===== config.mk =====
export PLATFORM = sky130hd
export DESIGN_NAME = uart_irq_status_baud_gen
export DESIGN_NICKNAME = d
export VERILOG_FILES = /design/src/verilog/baud_counter.v /design/src/verilog/uart_irq_status_baud_gen.v
export VERILOG_INCLUDE_DIRS = /design/src /design/src/verilog
export SDC_FILE = /design/constraint.sdc
export NUM_CORES = 1
export LEC_CHECK = 0
export ABC_AREA = 0
export BUFFER_PORTS_ARGS = -buffer_cell sky130_fd_sc_hd__buf_2
export CAP_MARGIN = 20
export CORE_MARGIN = 5
export CORE_UTILIZATION = 37
export DETAILED_ROUTE_END_ITERATION = 16
export GPL_ROUTABILITY_DRIVEN = 0
export PLACE_DENSITY = 0.51
export SLEW_MARGIN = 10
export SYNTH_ARGS = -nofsm -noshare
export SYNTH_HDL_FRONTEND = slang
export SYNTH_SLANG_ARGS = --single-unit

===== constraint.sdc =====
create_clock -name mclk_i -period 5.2 [get_ports mclk_i]
set_input_delay 1.56 -clock mclk_i [delete_from_list [all_inputs] [get_ports mclk_i]]
set_output_delay 1.56 -clock mclk_i [all_outputs]
set_load 0.1 [all_outputs]

===== src/verilog/uart_map.vh =====
/*
  Register offsets, status bit positions, control bit positions and reset
  values for the serial port block. Assumes a byte-wide register port
  with 12-bit addresses.
*/
// Functional notes
// - Transmit interrupt raised while the holding-empty flag is set and transmit is enabled.
// - Holding-empty set once the first bit of a character leaves the shifter.
// - Writing transmit data clears the holding-empty flag.
// - Receive interrupt on byte available, break, overrun or framing error.
// - Received-data interrupt has its own disable; errors stay active.
// - Received-data interrupt only after the full character is stored.
// - In nine-bit mode data interrupts depend on address matching; code mode 0 takes every frame, mode 1 every address frame.
// - Overrun keeps the unread byte; new character is dropped.
// - Overrun and break stay hidden until the held byte is read.
// - Receive data changes only on a new complete word, never on read.
// - With baud timer irq enable, receive interrupt on every reload.
// - Divider is 16 bits; bit rate is clock over 16 times divider.
// - With the port disabled the divider acts as a 16-bit timer.
// - Transmit and receive data share address F40H.
// - Status bit 7 byte available; cleared by data read; code keeps it set while an overrun is pending.
// - Status bit 6 parity fault; cleared by data read.
// - Status bit 5 overrun; data read clears it unless another overrun is pending.
// - Status bit 4 framing fault; cleared by data read.
// - Status bit 3 break seen when all frame bits are zero.
// - Status bit 1 shifter idle; bit 0 shows live clear-to-send level.
// - Data irq disable 1 gives errors only; 0 gives data and errors.
// - Receiver off with count control set: irq on each reload, reads show count.
`ifndef UART_MAP_VH
`define UART_MAP_VH
`define ADDR_DATA        12'hF40
`define ADDR_STAT0       12'hF41
`define ADDR_CTL0        12'hF42
`define ADDR_CTL1        12'hF43
`define ADDR_STAT1       12'hF44
`define ADDR_CMP         12'hF45
`define ADDR_BAUD_HI     12'hF46
`define ADDR_BAUD_LO     12'hF47
`define ST_AVAIL         7
`define ST_PARITY        6
`define ST_OVERRUN       5
`define ST_FRAMING       4
`define ST_BREAK         3
`define ST_HOLD_EMPTY    2
`define ST_IDLE          1
`define ST_CTS           0
`define C0_TX_EN         7
`define C0_RX_EN         6
`define C0_CTS_EN        5
`define C0_PAR_EN        4
`define C0_PAR_ODD       3
`define C0_SEND_BREAK    2
`define C0_TWO_STOP      1
`define C0_LOOPBACK      0
`define C1_MODE_HI       7
`define C1_NINE_BIT      6
`define C1_MODE_LO       5
`define C1_MP_TX_BIT     4
`define C1_COUNT_CTL     2
`define C1_DATA_IRQ_DIS  1
`define C1_TIMER_IRQ_EN  0
`define BAUD_RESET       16'h0002
`define OVERSAMPLE       5'h10
`endif

===== src/verilog/baud_counter.v =====
/*
  Baud divider counter: down-counter reloading from the divisor.
  Assumes divisor stable while the port is enabled.
*/
`timescale 1ns/1ps
`default_nettype none
module baud_counter #(
  parameter WIDTH = 16
) (
  input  wire             mclk_i,
  input  wire             srst_i,
  input  wire [WIDTH-1:0] divisor_i,
  output reg  [WIDTH-1:0] count_o,
  output reg              reload_o
);
  // Divisor of zero is held at one so the tick never stops
  wire [WIDTH-1:0] start_w = (divisor_i == {WIDTH{1'b0}}) ? {{(WIDTH-1){1'b0}}, 1'b1}
                                                           : divisor_i;
  always @(posedge mclk_i)
  begin
    if (srst_i)
    begin
      count_o  <= {{(WIDTH-1){1'b0}}, 1'b1};
      reload_o <= 1'b0;
    end
    else if (count_o <= {{(WIDTH-1){1'b0}}, 1'b1})
    begin
      count_o  <= start_w;
      reload_o <= 1'b1;
    end
    else
    begin
      count_o  <= count_o - {{(WIDTH-1){1'b0}}, 1'b1};
      reload_o <= 1'b0;
    end
  end
endmodule // baud_counter
`default_nettype wire


===== src/verilog/uart_irq_status_baud_gen.v =====
/*
  Serial port: data registers, status flags, interrupts, baud divider,
  simple transmitter and receiver. Assumes a byte register port whose
  read strobe lasts one clock and serial pins synchronous to mclk_i.
*/
`timescale 1ns/1ps
`default_nettype none
`include "uart_map.vh"
module uart_irq_status_baud_gen (
  input  wire        mclk_i,
  input  wire        srst_i,
  input  wire [11:0] reg_addr_i,
  input  wire [7:0]  reg_wdata_i,
  input  wire        reg_wr_i,
  input  wire        reg_rd_i,
  output reg  [7:0]  reg_rdata_o,
  input  wire        serial_in_pin_i,
  output reg         serial_out_pin_o,
  input  wire        cts_n_i,
  output reg         tx_irq_o,
  output reg         rx_irq_o
);
  localparam TX_IDLE = 2'h0;
  localparam TX_SEND = 2'h1;
  localparam RX_IDLE = 2'h0;
  localparam RX_RECV = 2'h1;

  // Address compare, shared by the data select and the register write selects
  function sel;
    input [11:0] a;
    input [11:0] b;
    sel = (a == b);
  endfunction

  reg  [7:0]  ctl0_q, ctl1_q, cmp_q, baud_hi_q, baud_lo_q;
  reg  [7:0]  tx_hold_q, rx_byte_q;
  reg         tx_holding_empty_q, tx_shifter_idle_q;
  reg         rx_byte_available_q, parity_fault_q, framing_fault_q, break_seen_q;
  reg         overrun_q, pend_ovr_q, pend_brk_q, mp_rx_q, match_q;
  reg  [1:0]  tx_state_q, rx_state_q;
  reg  [3:0]  tx_sub_q, rx_sub_q;
  reg  [3:0]  tx_bit_q, rx_bit_q;
  reg  [11:0] tx_shift_q;
  reg  [10:0] rx_shift_q;
  reg         rx_evt_q;
  wire [15:0] baud_count_w;
  wire        tick_w;

  wire        dat_sel_w  = sel(reg_addr_i, `ADDR_DATA);
  wire        rd_data_w  = reg_rd_i & dat_sel_w;
  wire        wr_data_w  = reg_wr_i & dat_sel_w;
  wire        nine_w     = ctl1_q[`C1_NINE_BIT];
  wire        par_w      = ctl0_q[`C0_PAR_EN] & ~nine_w;
  wire        extra_w    = par_w | nine_w;
  // Start and stop bits counted, so back-to-back frames keep a full stop
  wire [3:0]  nbits_w    = 4'hA + {3'h0, extra_w} + {3'h0, ctl0_q[`C0_TWO_STOP]};
  wire        rx_line_w  = ctl0_q[`C0_LOOPBACK] ? serial_out_pin_o : serial_in_pin_i;

  baud_counter #(
    .WIDTH(16)
  ) u_baud (
    .mclk_i   (mclk_i),
    .srst_i   (srst_i),
    .divisor_i({baud_hi_q, baud_lo_q}),
    .count_o  (baud_count_w),
    .reload_o (tick_w)
  );

  // Received frame fields, data LSB first after start bit
  wire [7:0] f_data_w  = rx_shift_q[8:1];
  wire       f_extra_w = rx_shift_q[9];
  wire       f_stop_w  = extra_w ? rx_shift_q[10] : rx_shift_q[9];
  wire       f_par_ok_w = ~par_w | ((^f_data_w) ^ f_extra_w ^ ctl0_q[`C0_PAR_ODD]) == 1'b0;
  wire       f_break_w = ~|f_data_w & ~(extra_w & f_extra_w) & ~f_stop_w;
  wire       f_addr_w  = nine_w & f_extra_w;
  wire       f_match_w = (f_data_w == cmp_q);
  // Decide whether a nine-bit frame counts as delivered data
  reg        f_take_w;
  always @*
  begin
    f_take_w = 1'b1;
    if (nine_w)
    begin
      case ({ctl1_q[`C1_MODE_HI], ctl1_q[`C1_MODE_LO]})
        2'h0:    f_take_w = 1'b1;
        2'h1:    f_take_w = f_addr_w;
        2'h2:    f_take_w = f_addr_w ? f_match_w : match_q;
        2'h3:    f_take_w = ~f_addr_w & match_q;
        default: f_take_w = 1'b1;
      endcase
    end
  end

  // Clear-to-send only gates the start of a frame
  wire tx_go_w = ~tx_holding_empty_q & ctl0_q[`C0_TX_EN]
                 & ~(ctl0_q[`C0_CTS_EN] & cts_n_i);

  always @(posedge mclk_i)
  begin
    if (srst_i)
    begin
      ctl0_q <= 8'h00;
      ctl1_q <= 8'h00;
      cmp_q <= 8'h00;
      {baud_hi_q, baud_lo_q} <= `BAUD_RESET;
      tx_hold_q <= 8'h00;
      rx_byte_q <= 8'h00;
      tx_holding_empty_q <= 1'b1;
      tx_shifter_idle_q <= 1'b1;
      rx_byte_available_q <= 1'b0;
      parity_fault_q <= 1'b0;
      framing_fault_q <= 1'b0;
      break_seen_q <= 1'b0;
      overrun_q <= 1'b0;
      pend_ovr_q <= 1'b0;
      pend_brk_q <= 1'b0;
      mp_rx_q <= 1'b0;
      match_q <= 1'b0;
      tx_state_q <= TX_IDLE;
      rx_state_q <= RX_IDLE;
      tx_sub_q <= 4'h0;
      rx_sub_q <= 4'h0;
      tx_bit_q <= 4'h0;
      rx_bit_q <= 4'h0;
      tx_shift_q <= 12'hFFF;
      rx_shift_q <= 11'h000;
      rx_evt_q <= 1'b0;
      serial_out_pin_o <= 1'b1;
      reg_rdata_o <= 8'h00;
      tx_irq_o <= 1'b0;
      rx_irq_o <= 1'b0;
    end
    else
    begin
      rx_evt_q <= 1'b0;
      // Configuration writes; software keeps them for when the port is off
      if (reg_wr_i & sel(reg_addr_i, `ADDR_CTL0))
        ctl0_q <= reg_wdata_i;
      if (reg_wr_i & sel(reg_addr_i, `ADDR_CTL1))
        ctl1_q <= reg_wdata_i;
      if (reg_wr_i & sel(reg_addr_i, `ADDR_CMP))
        cmp_q <= reg_wdata_i;
      if (reg_wr_i & sel(reg_addr_i, `ADDR_BAUD_HI))
        baud_hi_q <= reg_wdata_i;
      if (reg_wr_i & sel(reg_addr_i, `ADDR_BAUD_LO))
        baud_lo_q <= reg_wdata_i;

      // Data read clears receive flags, loading available, overrun and break from the pending ones; held byte itself is untouched
      if (rd_data_w)
      begin
        rx_byte_available_q <= pend_ovr_q;
        parity_fault_q <= 1'b0;
        framing_fault_q <= 1'b0;
        break_seen_q <= pend_brk_q;
        mp_rx_q <= 1'b0;
        if (!rx_byte_available_q)
          overrun_q <= 1'b0;
        else
          overrun_q <= pend_ovr_q;
        pend_ovr_q <= 1'b0;
        pend_brk_q <= 1'b0;
      end

      // Transmitter
      case (tx_state_q)
        TX_IDLE:
        begin
          if (tx_go_w && tick_w)
          begin
            tx_shift_q <= {1'b1, 1'b1, (nine_w ? ctl1_q[`C1_MP_TX_BIT]
                          : (^tx_hold_q ^ ctl0_q[`C0_PAR_ODD])), tx_hold_q, 1'b0};
            tx_state_q <= TX_SEND;
            tx_sub_q <= 4'h0;
            tx_bit_q <= 4'h0;
            tx_shifter_idle_q <= 1'b0;
          end
        end
        TX_SEND:
        begin
          if (tick_w)
          begin
            tx_sub_q <= tx_sub_q + 4'h1;
            if (tx_sub_q == 4'hF)
            begin
              if (tx_bit_q == 4'h0)
                tx_holding_empty_q <= 1'b1;
              if (tx_bit_q == 4'h8 && !extra_w)
                tx_shift_q <= {1'b1, tx_shift_q[11:1] | 11'h400} | 12'h001;
              else
                tx_shift_q <= {1'b1, tx_shift_q[11:1]};
              tx_bit_q <= tx_bit_q + 4'h1;
              if (tx_bit_q == nbits_w - 4'h1)
              begin
                tx_state_q <= TX_IDLE;
                tx_shifter_idle_q <= 1'b1;
              end
            end
          end
        end
        default:
          tx_state_q <= TX_IDLE;
      endcase
      serial_out_pin_o <= ctl0_q[`C0_SEND_BREAK] ? 1'b0
                          : (tx_state_q == TX_SEND) ? tx_shift_q[0] : 1'b1;
      // Load wins over the empty set: the byte just written is unsent
      if (wr_data_w)
      begin
        tx_hold_q <= reg_wdata_i;
        tx_holding_empty_q <= 1'b0;
      end

      // Receiver, samples mid-bit at 16x oversampling
      case (rx_state_q)
        RX_IDLE:
        begin
          if (ctl0_q[`C0_RX_EN] && tick_w && !rx_line_w)
          begin
            rx_state_q <= RX_RECV;
            rx_sub_q <= 4'h0;
            rx_bit_q <= 4'h0;
          end
        end
        RX_RECV:
        begin
          if (tick_w)
          begin
            rx_sub_q <= rx_sub_q + 4'h1;
            if (rx_sub_q == 4'h7)
            begin
              // Short frames have one sample fewer; shift twice to align start
              if (rx_bit_q == 4'h9 && !extra_w)
                rx_shift_q <= {rx_line_w, rx_line_w, rx_shift_q[10:2]};
              else
                rx_shift_q <= {rx_line_w, rx_shift_q[10:1]};
              rx_bit_q <= rx_bit_q + 4'h1;
              if (rx_bit_q == 4'h0 && rx_line_w)
                rx_state_q <= RX_IDLE;
              else if (rx_bit_q == 4'h9 + {3'h0, extra_w})
              begin
                rx_state_q <= RX_IDLE;
                rx_evt_q <= 1'b1;
              end
            end
          end
        end
        default:
          rx_state_q <= RX_IDLE;
      endcase

      // Frame complete: store the byte or hold back an overrun
      if (rx_evt_q)
      begin
        if (f_addr_w)
          match_q <= f_match_w;
        if (f_take_w)
        begin
          if (rx_byte_available_q && !rd_data_w)
          begin
            overrun_q <= overrun_q;
            pend_ovr_q <= 1'b1;
            pend_brk_q <= f_break_w;
          end
          else
          begin
            rx_byte_q <= f_data_w;
            rx_byte_available_q <= 1'b1;
            parity_fault_q <= ~f_par_ok_w;
            // A break lacks its stop bit too, so framing is flagged as well
            framing_fault_q <= ~f_stop_w;
            break_seen_q <= f_break_w;
            mp_rx_q <= f_extra_w & nine_w;
          end
        end
      end

      // Register read data, registered for one clock
      case (reg_addr_i)
        `ADDR_DATA:    reg_rdata_o <= rx_byte_q;
        `ADDR_STAT0:   reg_rdata_o <= {rx_byte_available_q, parity_fault_q, overrun_q,
                                       framing_fault_q, break_seen_q,
                                       tx_holding_empty_q, tx_shifter_idle_q,
                                       cts_n_i};
        `ADDR_CTL0:    reg_rdata_o <= ctl0_q;
        `ADDR_CTL1:    reg_rdata_o <= ctl1_q;
        `ADDR_STAT1:   reg_rdata_o <= {6'h00, 1'b0, mp_rx_q};
        `ADDR_CMP:     reg_rdata_o <= cmp_q;
        `ADDR_BAUD_HI: reg_rdata_o <= ctl1_q[`C1_COUNT_CTL] ? baud_count_w[15:8]
                                                             : baud_hi_q;
        `ADDR_BAUD_LO: reg_rdata_o <= ctl1_q[`C1_COUNT_CTL] ? baud_count_w[7:0]
                                                             : baud_lo_q;
        default:       reg_rdata_o <= 8'h00;
      endcase

      tx_irq_o <= tx_holding_empty_q & ctl0_q[`C0_TX_EN];
      rx_irq_o <= (rx_byte_available_q & ~ctl1_q[`C1_DATA_IRQ_DIS])
                  | parity_fault_q | framing_fault_q | break_seen_q | overrun_q
                  // Reload interrupt also fires with the port on
                  | (tick_w & ctl1_q[`C1_TIMER_IRQ_EN])
                  | (tick_w & ~ctl0_q[`C0_RX_EN] & ctl1_q[`C1_COUNT_CTL]);
    end
  end
endmodule // uart_irq_status_baud_gen
`default_nettype wire


# After elaboration in Yosys (flattened, before gate mapping)
# Cells that the tools add are included.
dict set report totals {
  register_bits 139
  latch_bits 0
  ramBits 0
  romBits 0
  output_inout_bits 11
  mem_count 0
}
dict set report classes {
  n_addsub 9
  n_mul 0
  div_mod_pow 0
  magnitude_cmp 1
  eq_ne 29
  shift 0
  mux 87
  bitwise 47
  n_reduce_logical 37
}
# op count
set op_table {}
lappend op_table {{12-bit == test, second input constant} 8}
lappend op_table {{8-bit case mux with 8 select lines} 1}
lappend op_table {{1-bit two-way mux} 51}
lappend op_table {{12-bit two-way mux} 3}
lappend op_table {{16-bit two-way mux} 2}
lappend op_table {{4-bit two-way mux} 8}
lappend op_table {{4-bit case mux with 2 select lines} 4}
lappend op_table {{12-bit case mux with 2 select lines} 1}
lappend op_table {{1-bit bitwise AND} 21}
lappend op_table {{4-bit AND reduction} 5}
lappend op_table {{2-bit two-way mux} 9}
lappend op_table {{4-bit by 1-bit adder with 4-bit output, second input constant} 4}
lappend op_table {{16-bit by 1-bit less-or-equal comparator with 1-bit output, second input constant} 1}
lappend op_table {{16-bit zero test} 1}
lappend op_table {{8-bit two-way mux} 2}
lappend op_table {{8-bit parity} 2}
lappend op_table {{16-bit by 1-bit subtractor with 16-bit output, second input constant} 1}
lappend op_table {{1-bit NOT} 15}
lappend op_table {{4-bit == test, second input constant} 3}
lappend op_table {{3-bit AND reduction} 4}
lappend op_table {{2-bit nonzero test} 6}
lappend op_table {{11-bit two-way mux} 1}
lappend op_table {{10-bit two-way mux} 1}
lappend op_table {{2-bit != test, second input constant} 5}
lappend op_table {{other kinds (22)} 51}

# Longest topological paths before layout
# Gate-level depths: netlist (run 1).
dict set report depth {
  ltp_word 11
  mapped_depth 8
  ltp_nobuf 7
}

# Cells and area by module
# Synthesis (run 1) repeated with hierarchy kept, for this count alone.
dict set report hier_totals {
  cells_unflattened 767
  area_unflattened_um2 6606.3
}
# mod n_inst cells_per_inst area_each_um2 seq_area_each_um2
set modules_own_cells {}
lappend modules_own_cells {uart_irq_status_baud_gen 1 665 5735.5 2342.2}
lappend modules_own_cells {baud_counter 1 102 870.8 340.3}

# Worst setup path after synthesis (run 1)
# Ideal clock, no wire load.
dict set report synth_path {
  kind {input to register}
  start {input reg_addr_i[1]}
  end {register break_seen_q}
  t_arrival_ps 3320
  t_required_ps 5079
  path_slack_ps 1759
  cell_stages 6
  n_path_buf 1
  path_cell_list {clkbuf_1 or4b_1 nor4_2 nor2b_1 a21oi_1 mux2_2}
}
dict set report synth_between {
  elab_chain_len 7
  word_cells_on_any_way 8
  cone_classes {1 x eq/ne; 4 x mux; 1 x bitwise; 2 x reduce/logical}
}
# item line
set synth_lines {}
lappend synth_lines {{start, declared} uart_irq_status_baud_gen.v:12} ;# input wire [11:0] reg_addr_i,
lappend synth_lines {{12-bit == test *} uart_irq_status_baud_gen.v:32} ;# sel = (a == b);
lappend synth_lines {{1-bit bitwise AND *} uart_irq_status_baud_gen.v:50} ;# wire rd_data_w = reg_rd_i & dat_sel_w;
lappend synth_lines {{1-bit zero test} uart_irq_status_baud_gen.v:257} ;# if (rx_byte_available_q && !rd_data_w)
lappend synth_lines {{1-bit logical AND} uart_irq_status_baud_gen.v:257}
lappend synth_lines {{1-bit two-way mux} uart_irq_status_baud_gen.v:257}
lappend synth_lines {{1-bit two-way mux} uart_irq_status_baud_gen.v:255} ;# if (f_take_w)
lappend synth_lines {{1-bit two-way mux *} uart_irq_status_baud_gen.v:251} ;# if (rx_evt_q)
lappend synth_lines {{end signal, assigned} uart_irq_status_baud_gen.v:154} ;# break_seen_q <= pend_brk_q;
lappend synth_lines {{end signal, assigned} uart_irq_status_baud_gen.v:270} ;# break_seen_q <= f_break_w;
lappend synth_lines {{end, declared} uart_irq_status_baud_gen.v:38} ;# reg rx_byte_available_q, parity_fault_q, framing_fault_q, break_seen_q;
# Every way passes the cells marked *; elsewhere a longest branch is shown, timed or not.
# A chain may end at the register's enable or synchronous reset.

# Final worst setup path (run 1)
dict set report layout_path {
  start {input reg_addr_i[0]}
  end {register break_seen_q}
}
# The elaborated chain is that of the path after synthesis.

==> results of run 1 <==
## area by class of cell
class | count | area, um2
Sequential cell | 134 | 2680
Fill cell | 1797 | 10200
Clock buffer | 22 | 474
Clock inverter | 8 | 100
Tap cell | 229 | 287
Inverter | 18 | 67.6
Multi-Input combinational cell | 579 | 3710
Timing Repair Buffer | 42 | 228
Antenna cell | 1 | 2.50
## through the flow
| stage | util, % | power (mW) | instance area [um2] |
|---|---|---|---|
| detailed placement | 39.2 | 1.60 | 6960 |
| floorplan | - | 1.51 | 6630 |
| global placement | 39.2 | 1.59 | 6960 |
| CTS | 42.4 | 2.79 | 7540 |
| finish | 42.4 | 2.76 | 7550 |
| global route | 42.4 | 2.90 | 7540 |
## state kept, by name, summed over array words and instances (netlist names), 4 cells and up
name and flops:
tx_shift_q 10, ctl0_q 8, rx_sub_q 4, tx_hold_q 8, cmp_q 8, baud_lo_q 8
rx_byte_q 8, baud_hi_q 8, tx_bit_q 4, tx_sub_q 4, ctl1_q 8, rx_shift_q 10
rx_bit_q 4, u_baud.count_o 16, reg_rdata_o 8
## per-layer routing
layer / GRT usage, % / wire, um
met2: 28.3 / 8530
met4: 6.59 / 341
met3: 4.36 / 799
met5: 0 / 7
met1: 23.9 / 8440
## final timing paths
| check | startpoint | endpoint | slack (ns) | cells after the start |
|---|---|---|---|---|
| worst max register to register | u_baud.count_o[5] | u_baud.count_o[9] | 2.59 | 5 |
| worst min register to register | pend_brk_q | pend_brk_q | 0.47 | 2 |
| worst min-delay path | pend_brk_q | pend_brk_q | 0.47 | 2 |
| worst max-delay path | reg_addr_i[0] | break_seen_q | 1.71 | 7 |
## critical path, stage by stage
cell and delay (ns):
buf_2 0.22, or4b_1 0.58, nor4_2 0.53, nor2b_1 0.15
a21oi_1 0.15, buf_4 0.24, mux2_2 0.36
## report_power, final
group / switching [mW] / total [mW] / internal (mW) / leakage (nW)
registers: 0.0833 / 1.17 / 1.08 / 1.08
logic: 0.238 / 0.419 / 0.181 / 1.50
clock network: 0.444 / 1.18 / 0.736 / 0.270
## kinds of logic (layout without fill, tap and decap cells)
| logic type | Yosys count | after routing |
|---|---|---|
| simple gates | 299 | 299 |
| xor+xnor | 38 | 38 |
| fa+ha+maj | 14 | 14 |
| other cells | 0 | 1 |
| mux | 63 | 63 |
| compound gates | 165 | 165 |
| flops | 134 | 134 |
| buf+inv | 65 | 90 |
## cells in the mapped netlist (all sizes together) (2+ instances only)
| library cell | number | share of area, % |
|---|---|---|
| ha | 14 | 2.6 |
| and2 | 4 | 0.38 |
| nor3 | 16 | 1.3 |
| a41oi | 2 | 0.26 |
| nor2b | 24 | 2.3 |
| a31oi | 10 | 0.94 |
| o21a | 2 | 0.23 |
| nand2b | 28 | 2.6 |
| dfxtp | 134 | 40 |
| nor3b | 3 | 0.34 |
| a22oi | 8 | 0.91 |
| inv | 18 | 1.0 |
| o22ai | 7 | 0.66 |
| o21ai | 10 | 0.75 |
| nor2 | 91 | 5.1 |
| xor2 | 10 | 1.3 |
| and3 | 7 | 0.66 |
| clkbuf | 39 | 2.2 |
| a221oi | 2 | 0.26 |
| o2bb2ai | 2 | 0.26 |
| nand2 | 75 | 4.2 |
| or4b | 3 | 0.45 |
| nor4 | 9 | 0.94 |
| buf | 8 | 0.55 |
| or3 | 4 | 0.38 |
| mux2 | 6 | 1.0 |
| o21bai | 11 | 1.2 |
| nand3 | 15 | 1.1 |
| nand4 | 9 | 0.85 |
| or4 | 5 | 0.57 |
| a21o | 4 | 0.45 |
| a211oi | 38 | 4.3 |
| mux2i | 56 | 8.4 |
| a21oi | 59 | 4.5 |
| xnor2 | 27 | 3.6 |
| nor4b | 4 | 0.53 |
==> metrics.md, run 1 <==
| Metric | Value |
|---|---|
| Outcome | `completed` |
| Wire length of the first global-routing pass | `28900 um` |
| Final #Nets | `832` |
| Final setup viols | `0` |
| Peak VDD IR | `0.000291 V` |
| Max_slew headroom | `31.4%` |
| Basic-gate share of the synthesized area counting and, or, nand and nor cells | `22.1%` |
| Core Box Area | `17800 um2` |
| RSZ-0062 raised after global routing | `false` |
| Vias per inst | `5.43` |
| Post-detailed-route count of antenna-violating nets | `0` |
| Startpoint types | `input pin` |
| # rows | `49` |
| Max_cap viols | `0` |
| Total number of clock tree sinks | `134` |
| Starting Density | `37.3%` |
| Hold crit path type | `reg2reg` |
| Most frequent cells in the layout | `dfxtp_1 (134), nor2_1 (91), nand2_1 (75)` |
| Required time of the worst setup path | `5.51 ns` |
| Maximum buffer depth of the clock tree | `2` |
| Crit path capture type | `flop` |
| Summed instance area of the synthesized netlist | `6630 um2` |
| TritonCTS buffer count | `17` |
| Library cell used as clock root buffer | `clkbuf_16` |
| Proportion of synthesized chip area in sequential cells | `40.4%` |
| Die W | `144 um` |
| Parity-gate share of the synthesized area counting xor and xnor cells | `5.22%` |
| Quantity of I/O buffers inserted on ports | `36` |
| Count of unique library cells instantiated by Yosys | `56` |
| Final min period | `3.49 ns` |
| Leakage power | `2.86 nW` |
| Post-route clock period utilization | `67.1%` |
| Die span in y | `144 um` |
| Count of flip-flops with a built-in enable after synthesis | `0` |
| Initial DRC Count | `387` |
| Number of cells after detailed placement | `1001` |
| #FFs+latches synth | `134` |
| Most common library cell in the layout ignoring fill and taps | `dfxtp_1` |
| Worst Setup Path Type | `in2reg` |
| Hold Slack | `0.469 ns` |
| Global-route usage over all layers | `18.0%` |
| WP data arrival | `3.80 ns` |
| Number of cells produced by synthesis | `778` |
| Post-Synthesis Net Count | `818` |
| Overall die area | `20700 um2` |
| Share of final-layout standard cells stronger than drive strength 1 | `10.2%` |
| Setup TNS after final layout | `0 ns` |
| Clock transition at the registers of the reported paths | `0.06 ns` |
| DP HPWL | `12900 um` |
| I/O pin total | `37` |
| CTS tree | `built` |
| Power per Cell Area | `366 nW/um2` |
| Largest net degree at the start of global routing | `104` |
| Final std cells w/o fill | `1033` |
| Post-synthesis area per instance | `8.53 um2` |
| Mux cell area share after synthesis | `9.81%` |
| Setup fix buffers added after clock tree synthesis | `0` |
| Average wire length per cell after detail routing | `17.5 um` |
| Compound-cell area share of the yosys netlist | `16.0%` |
| Aggregate routed wire length | `18100 um` |
| Setup skew after layout | `0.00826 ns` |
| Final setup slack of the worst path | `1.71 ns` |
| DR vias | `5609` |
| Flip-flop cell with the highest count after synthesis | `dfxtp_1` |
| Gr ovfl total | `0` |
| Worst setup slack before clock tree synthesis | `1.31 ns` |
| Skew-Pair Late Insertion Delay | `0.42 ns` |
| Number of levels in the clock H-tree | `4` |
| Area delta synth->final | `13.8%` |
| Vias in the first global route | `5397` |
| Largest fanout on the critical path | `18` |
| Maximum clock frequency | `287 MHz` |
| Cts hold-fix bufs | `0` |
| Number of warnings reported in the yosys synthesis log | `0` |
| First-pass DRT Iterations | `5` |
| CTS-repair resized insts | `0` |
| Main combinational cell family by area after synthesis | `simple AND/OR/NAND/NOR gates` |
| Worst Max-Slew Pin Slew | `1.03 ns` |
| Adder-cell share of the synthesized area | `2.64%` |
| Final-report hold violation count | `0` |
| Share of flip-flops with an asynchronous set or reset after synthesis | `0%` |
| Number of antenna violations at the first check in global routing | `2` |
| DRC violations left | `0` |
| Number of pins exceeding their max-slew limit in the final report | `0` |
Note: power is estimated with default switching activity, not from simulation.
==> run 2: changes to the inputs <==
clock period = 3.3 ns   (was 5.2 ns; I/O delays follow)
==> run 2 against run 1 <==
- register-to-register slack got worse by 1.6 ns
- wire length decreased by 1.7%
- clock power increased by 66%
- hold slack got worse by 0.017 ns
- critical path depth increased by 1
- design area increased by 1.5%
- power increased by 62%
- clock skew decreased by 0.0011 ns
- via count increased by 0.12%
- non-clock buffer count increased by 9
- largest power group unchanged
- final cell count increased by 0.87%
- global-route usage increased by 0.069 points
==> metrics.md, run 2 (synthesized netlist as in run 1, its figures left out) <==
| Metric | Value |
|---|---|
| Outcome | `completed` |
| Setup skew after layout | `0.00716 ns (-0.00110 ns)` |
| Largest net degree at the start of global routing | `66 (-37%)` |
| Most common library cell in the layout ignoring fill and taps | `dfxtp_1` |
| DR vias | `5616 (+0.12%)` |
| Total number of clock tree sinks | `134 (unchanged)` |
| Cell Chain, Critical Path | `buf_2 -> or4b_1 -> nor4_2 -> buf_4 -> nor2b_1 -> a21oi_1 -> buf_4 -> mux2i_1` |
| Register area | `2680 um2 (unchanged)` |
| Area of combinational cells with multiple inputs | `3710 um2 (unchanged)` |
| Vias in the first global route | `5488 (+1.7%)` |
| Area delta synth->final | `15.4%` |
| DP HPWL | `12900 um (+0.44%)` |
| Final Total Pwr | `4.47 mW (+62%)` |
| Setup fix buffers added after clock tree synthesis | `0 (unchanged)` |
| Placement-stage cell area | `7040 um2 (+1.1%)` |
| Number of cells after detailed placement | `1011 (+1.0%)` |
| Leading registers by flop count | `u_baud.count_o: 16 flops, rx_shift_q: 10 flops, tx_shift_q: 10 flops` |
| Max_cap viols | `0 (unchanged)` |
| CTS tree | `built` |
| Largest reg by FF count | `u_baud.count_o` |
| Crit path capture type | `flop` |
| Critical Path Max Stage Delay | `0.50 ns (-0.08 ns)` |
| Die W | `144 um (unchanged)` |
| Maximum clock frequency | `418 MHz` |
| # rows | `49 (unchanged)` |
| Hold Slack | `0.452 ns (-0.0169 ns)` |
| Core Box Area | `17800 um2 (unchanged)` |
| Peak VDD IR | `0.000432 V (+48%)` |
| Fill cell instance count of the final layout | `1763 (-1.9%)` |
| Required time of the worst setup path | `3.64 ns (-1.87 ns)` |
| Power per Cell Area | `584 nW/um2 (+59%)` |
| Worst setup slack before clock tree synthesis | `0.493 ns (-0.815 ns)` |
| Average wire length per cell after detail routing | `17.1 um (-2.5%)` |
| First-pass DRT Iterations | `5 (unchanged)` |
| Leakage power | `2.92 nW (+2.4%)` |
| RSZ-0062 raised after global routing | `false` |
| Wire length of the first global-routing pass | `29000 um (+0.43%)` |
| Max_slew headroom | `51.8% (+20 points)` |
| Post-layout instance area | `7660 um2 (+1.5%)` |
| Setup TNS after final layout | `0 ns (unchanged)` |
| Critical path's top delay family | `simple AND/OR/NAND/NOR gates` |
| Hold crit path type | `reg2reg` |
| Number of pins exceeding their max-slew limit in the final report | `0 (unchanged)` |
| Share of the core filled with cells | `43.1% (+0.62 points)` |
| Worst Setup Path Type | `in2reg` |
| Critical path buffers and inverters | `3 (+1)` |
| Final std cells w/o fill | `1042 (+0.87%)` |
| Clock transition at the registers of the reported paths | `0.05 ns (about the same)` |
| TritonCTS buffer count | `17 (unchanged)` |
| Starting Density | `37.3% (unchanged)` |
| Number of antenna violations at the first check in global routing | `0 (-2)` |
| Number of levels in the clock H-tree | `4 (unchanged)` |
| Vias per inst | `5.39 (-0.74%)` |
| CTS-repair resized insts | `0 (unchanged)` |
| Post-route clock period utilization | `72.5%` |
| Maximum buffer depth of the clock tree | `2 (unchanged)` |
| Final setup slack of the worst path | `0.907 ns (-0.805 ns)` |
| Reg-to-reg slack, setup | `0.97 ns (-1.62 ns)` |
| Startpoint types | `input pin` |
| Share of final-layout standard cells stronger than drive strength 1 | `11.3% (+1.1 points)` |
| Cts hold-fix bufs | `0 (unchanged)` |
| Skew-Pair Late Insertion Delay | `0.42 ns (about the same)` |
| I/O pin total | `37 (unchanged)` |
| Number of antenna diodes | `0 (-1)` |
| Final min period | `2.39 ns` |
| Aggregate routed wire length | `17800 um (-1.7%)` |
| Die span in y | `144 um (unchanged)` |
| Quantity of I/O buffers inserted on ports | `36 (unchanged)` |
| DRC violations left | `0 (unchanged)` |
| Final setup viols | `0 (unchanged)` |
| Largest fanout on the critical path | `16 (-2)` |
| Final #Nets | `841 (+1.1%)` |
| Number of flip-flops under the largest register name | `16 (unchanged)` |
| Most common cell on crit path | `buf_4` |
| Overall die area | `20700 um2 (unchanged)` |
| Final-report hold violation count | `0 (unchanged)` |
| Most frequent cells in the layout | `dfxtp_1 (134), nor2_1 (91), nand2_1 (75)` |
| Global-route usage over all layers | `18.0% (+0.069 points)` |
| Worst Max-Slew Pin Slew | `0.720 ns (-0.309 ns)` |
| Library cell used as clock root buffer | `clkbuf_16` |
| WP data arrival | `2.74 ns (-1.06 ns)` |
| Initial DRC Count | `433 (+12%)` |
| Post-detailed-route count of antenna-violating nets | `0 (unchanged)` |
| Gr ovfl total | `0 (unchanged)` |
| Crit-path slowest cell | `or4b_1` |
-- run 2: cell types whose count changed in the layout (fill, tap and decap cells not counted) --
| cell | change |
|---|---|
| diode_2 | -1 |
| clkinvlp_4 | -1 |
| clkinv_2 | -1 |
| buf_4 | +9 |
| bufinv_16 | +1 |
| clkbuf_8 | +2 |
-- run 2: routing by layer --
metal / vias up / share of wire, % / track usage, %
met3: 22 / 3.6 / 3.96
met1: 2691 / 47 / 24.2
li1: 2799 / - / -
met2: 104 / 47 / 28.8
met4: 0 / 1.9 / 6.05
met5: - / 0 / 0
-- run 2: area by class of cell --
type | count | share of cell area [%]
clock buffers | 24 | 6.55
clock inverters | 7 | 1.54
inverters | 18 | 0.882
multi-input cells | 579 | 48.4
flip-flops and latches | 134 | 35.0
well taps | 229 | 3.74
repair buffers | 51 | 3.86
-- run 2: final timing paths --
path                                   startpoint                  to  depth (start not counted)
worst max-delay path                reg_addr_i[2]        rx_byte_q[4]                          8
worst min-delay path                    ctl1_q[3]           ctl1_q[3]                          2
worst max register to register  u_baud.count_o[5]  u_baud.count_o[14]                          4
worst min register to register          ctl1_q[3]           ctl1_q[3]                          2
-- run 2: worst min-delay path, delay by kind of cell (launching register included) --
family           cells  cell delay [ns]
AND/OR/NAND/NOR      1             0.05
AO/OA/AOI/OAI        1             0.05
flip-flops           1             0.30
-- run 2: where the power goes --
part / internal [mW] / switching [mW]
clock network: 1.28 / 0.679
logic: 0.295 / 0.385
registers: 1.71 / 0.122
==> run 3: changes to the inputs <==
ABC_AREA = 1   (was 0)
PLACE_DENSITY = 0.53   (was 0.51)
clock period = 2.1 ns   (was 3.3 ns; I/O delays follow)
==> run 3 against run 2 <==
- sequential power up 56%
- clock skew up 0.0016 ns
- wire length up 8.6%
- final cell count up 20%
- core utilization up 1.5 points
- area after synthesis up 3.8%
- register-to-register slack worse by 0.72 ns
- critical endpoint is now serial_out_pin_o
- largest cell class unchanged
- largest power group unchanged
- highest routed layer unchanged
==> metrics.md, run 3 <==
| Metric | Value |
|---|---|
| Share of flip-flops with an asynchronous set or reset after synthesis | `0% (unchanged)` |
| Average wire length per cell after detail routing | `15.5 um (-9.3%)` |
| Origin of the worst min-delay path | `tx_shift_q[6]` |
| Starting Density | `37.9% (+0.62 points)` |
| Critical path's top delay family | `buffers and inverters` |
| Fill cell instance count of the final layout | `1857 (+5.3%)` |
| Setup skew after layout | `0.00876 ns (+0.00160 ns)` |
| Skew-Pair Late Insertion Delay | `0.42 ns (about the same)` |
| Post-Synthesis Net Count | `993 (+21%)` |
| Reg2reg end | `rx_byte_q[7]` |
| Final setup viols | `0 (unchanged)` |
| Vias in the first global route | `5859 (+6.8%)` |
| Max_cap viols | `0 (unchanged)` |
| Core Box Area | `18100 um2 (+2.1%)` |
| Flip-flop cell with the highest count after synthesis | `dfxtp_1` |
| DR vias | `6286 (+12%)` |
| Number of pins exceeding their max-slew limit in the final report | `0 (unchanged)` |
| Overall die area | `21400 um2 (+3.5%)` |
| Leading post-synthesis cells by instance count | `nand2_1 (188), dfxtp_1 (134), a21oi_1 (124)` |
| Area delta synth->final | `17.4%` |
| RSZ-0062 raised after global routing | `false` |
| Most frequent cells in the layout | `nand2_1 (188), dfxtp_1 (134), a21oi_1 (124)` |
| Post-synthesis area per instance | `7.22 um2 (-15%)` |
| Largest reg by FF count | `u_baud.count_o` |
| DRC violations left | `0 (unchanged)` |
| Total number of clock tree sinks | `134 (unchanged)` |
| Required time of the worst setup path | `1.47 ns (-2.17 ns)` |
| Proportion of synthesized chip area in sequential cells | `39.0% (-1.5 points)` |
| Die W | `146 um (+1.7%)` |
| #FFs+latches synth | `134 (unchanged)` |
| Cts hold-fix bufs | `0 (unchanged)` |
| Most common library cell in the layout ignoring fill and taps | `nand2_1` |
| Final Total Pwr | `7.46 mW (+67%)` |
| Gr ovfl total | `0 (unchanged)` |
| Hold crit path type | `reg2reg` |
| Number of antenna diodes | `0 (unchanged)` |
| Largest fanout on the critical path | `2 (-14)` |
| Origin of the critical flop-to-flop path | `ctl1_q[6]` |
| Number of flip-flops under the largest register name | `16 (unchanged)` |
| Post-route clock period utilization | `88.3%` |
| Startpoint types | `flop` |
| Number of cells traversed by the worst register-to-register path | `12 (+8)` |
| Number of antenna violations at the first check in global routing | `0 (unchanged)` |
| Ranking of synthesized cells by area | `dfxtp_1 (39%), nand2_1 (10%), a21oi_1 (9.0%), inv_1 (6.4%), o21ai_0 (5.5%)` |
| Crit-path slowest cell | `buf_2` |
| Critical Path Start | `serial_out_pin_o` |
| Final #Nets | `1046 (+24%)` |
| DP HPWL | `14200 um (+9.6%)` |
| Hold Crit Endpoint | `tx_shift_q[6]` |
| Largest net degree at the start of global routing | `60 (-9.1%)` |
| Wire length of the first global-routing pass | `31200 um (+7.5%)` |
| Cell accounting for the most synthesized area | `dfxtp_1` |
| WP data arrival | `1.22 ns (-1.52 ns)` |
| Summed instance area of the synthesized netlist | `6880 um2 (+3.8%)` |
| Vias per inst | `5.04 (-6.5%)` |
| Peak VDD IR | `0.000586 V (+36%)` |
| Cell Chain, Critical Path | `buf_2` |
| Count of flip-flops with a built-in enable after synthesis | `0 (unchanged)` |
| TritonCTS buffer count | `17 (unchanged)` |
| Initial DRC Count | `389 (-10%)` |
| Hold Slack | `0.461 ns (+0.00853 ns)` |
| Reg-to-reg slack, setup | `0.25 ns (-0.72 ns)` |
| Leading registers by flop count | `u_baud.count_o: 16 flops, rx_shift_q: 10 flops, tx_shift_q: 10 flops` |
| Area share of the largest cell type after synthesis | `39.0% (-1.5 points)` |
| Setup TNS after final layout | `0 ns (unchanged)` |
| Maximum buffer depth of the clock tree | `2 (unchanged)` |
| First-pass DRT Iterations | `5 (unchanged)` |
| Quantity of I/O buffers inserted on ports | `36 (unchanged)` |
| Leakage power | `3.31 nW (+13%)` |
| Maximum clock frequency | `539 MHz` |
| Clock transition at the registers of the reported paths | `0.06 ns (about the same)` |
| Worst Hold Depth | `1 (-1)` |
| Library cell used as clock root buffer | `clkbuf_16` |
| Crit path capture type | `output port` |
| I/O pin total | `37 (unchanged)` |
| Setup fix buffers added after clock tree synthesis | `0 (unchanged)` |
| CTS-repair resized insts | `0 (unchanged)` |
| Post-detailed-route count of antenna-violating nets | `0 (unchanged)` |
| Critical path buffers and inverters | `1 (-2)` |
| Worst Max-Slew Pin Slew | `0.632 ns (-0.0886 ns)` |
| Worst Setup Path Type | `reg2out` |
| Die span in y | `146 um (+1.7%)` |
| # rows | `49 (unchanged)` |
| Final min period | `1.85 ns` |
| Max_slew headroom | `57.8% (+6.1 points)` |
| Number of levels in the clock H-tree | `4 (unchanged)` |
| Power per Cell Area | `923 nW/um2 (+58%)` |
| Global-route usage over all layers | `18.2% (+0.19 points)` |
| Number of warnings reported in the yosys synthesis log | `0 (unchanged)` |
| Count of unique library cells instantiated by Yosys | `50 (-11%)` |
| Share of final-layout standard cells stronger than drive strength 1 | `13.9% (+2.6 points)` |
| Final-report hold violation count | `0 (unchanged)` |
| Aggregate routed wire length | `19300 um (+8.6%)` |
| Most instantiated library cell after synthesis | `nand2_1` |
| Outcome | `completed` |
| Number of cells produced by synthesis | `953 (+22%)` |
| CTS tree | `built` |
| Critical Path Max Stage Delay | `0.44 ns (-0.06 ns)` |
-- run 3: cell count changes after synthesis, sizes merged, moves of 26 or more --
cell    before  now
nand2b      28    1
nand3       15   41
mux2i       56    0
o21ai       10   91
nand2       75  194
a21oi       59  129
inv         18  122
a211oi      38    4
-- run 3: per-stage QoR --
stage               worst slack [ns]  util, %  cells  instance area (um2)
floorplan                      0.252        -    953                 6880
global placement              0.0873     41.1   1216                 7450
detailed placement            0.0614     41.1   1216                 7450
CTS                            0.221     44.5   1248                 8080
global route                  0.0242     44.5   1248                 8080
finish                         0.246     44.5   1248                 8080
-- run 3: where the power goes --
| part | switching, mW | internal, mW |
|---|---|---|
| Sequential | 0.174 | 2.67 |
| Combinational | 0.872 | 0.527 |
| Clock | 1.17 | 2.05 |
| Total | 2.22 | 5.25 |
-- run 3: cell type report --
cell class,instances,area (um2),area share [%]
multi-input combinational,661,3540,43.8
tap,229,287,3.54
inverter,123,463,5.73
clock inverter,12,175,2.17
clock buffer,20,457,5.65
timing repair buffer,69,478,5.91
sequential,134,2680,33.2
-- run 3: routing by layer --
layer  vias up  global-route usage, %  share of wire, %  wire [um]
li1       3269                      -                 -          -
met1      2868                   25.9                50       9650
met2       127                   27.9                44       8560
met3        22                   3.94               4.4        843
met4         0                   5.27               1.5        290
met5         -                      0                 0          0
-- run 3: cell families (layout without fill, tap and decap cells) --
family	count (synthesis)	in the layout	share of synthesized area [%]
AND/OR/NAND/NOR	356	356	24.3
flip-flops	134	134	39.0
adder cells (fa/ha/maj)	14	14	2.54
buffers and inverters	158	224	9.58
AO/OA/AOI/OAI	266	266	21.5
XOR/XNOR	25	25	3.18
-- run 3: worst max-delay path by stage --
stage / to / cells after the start
floorplan: parity_fault_q / 11
global placement: reg_rdata_o[7] / 9
detailed placement: tx_hold_q[5] / 8
CTS: serial_out_pin_o / 1
finish: serial_out_pin_o / 1
global route: mp_rx_q / 12
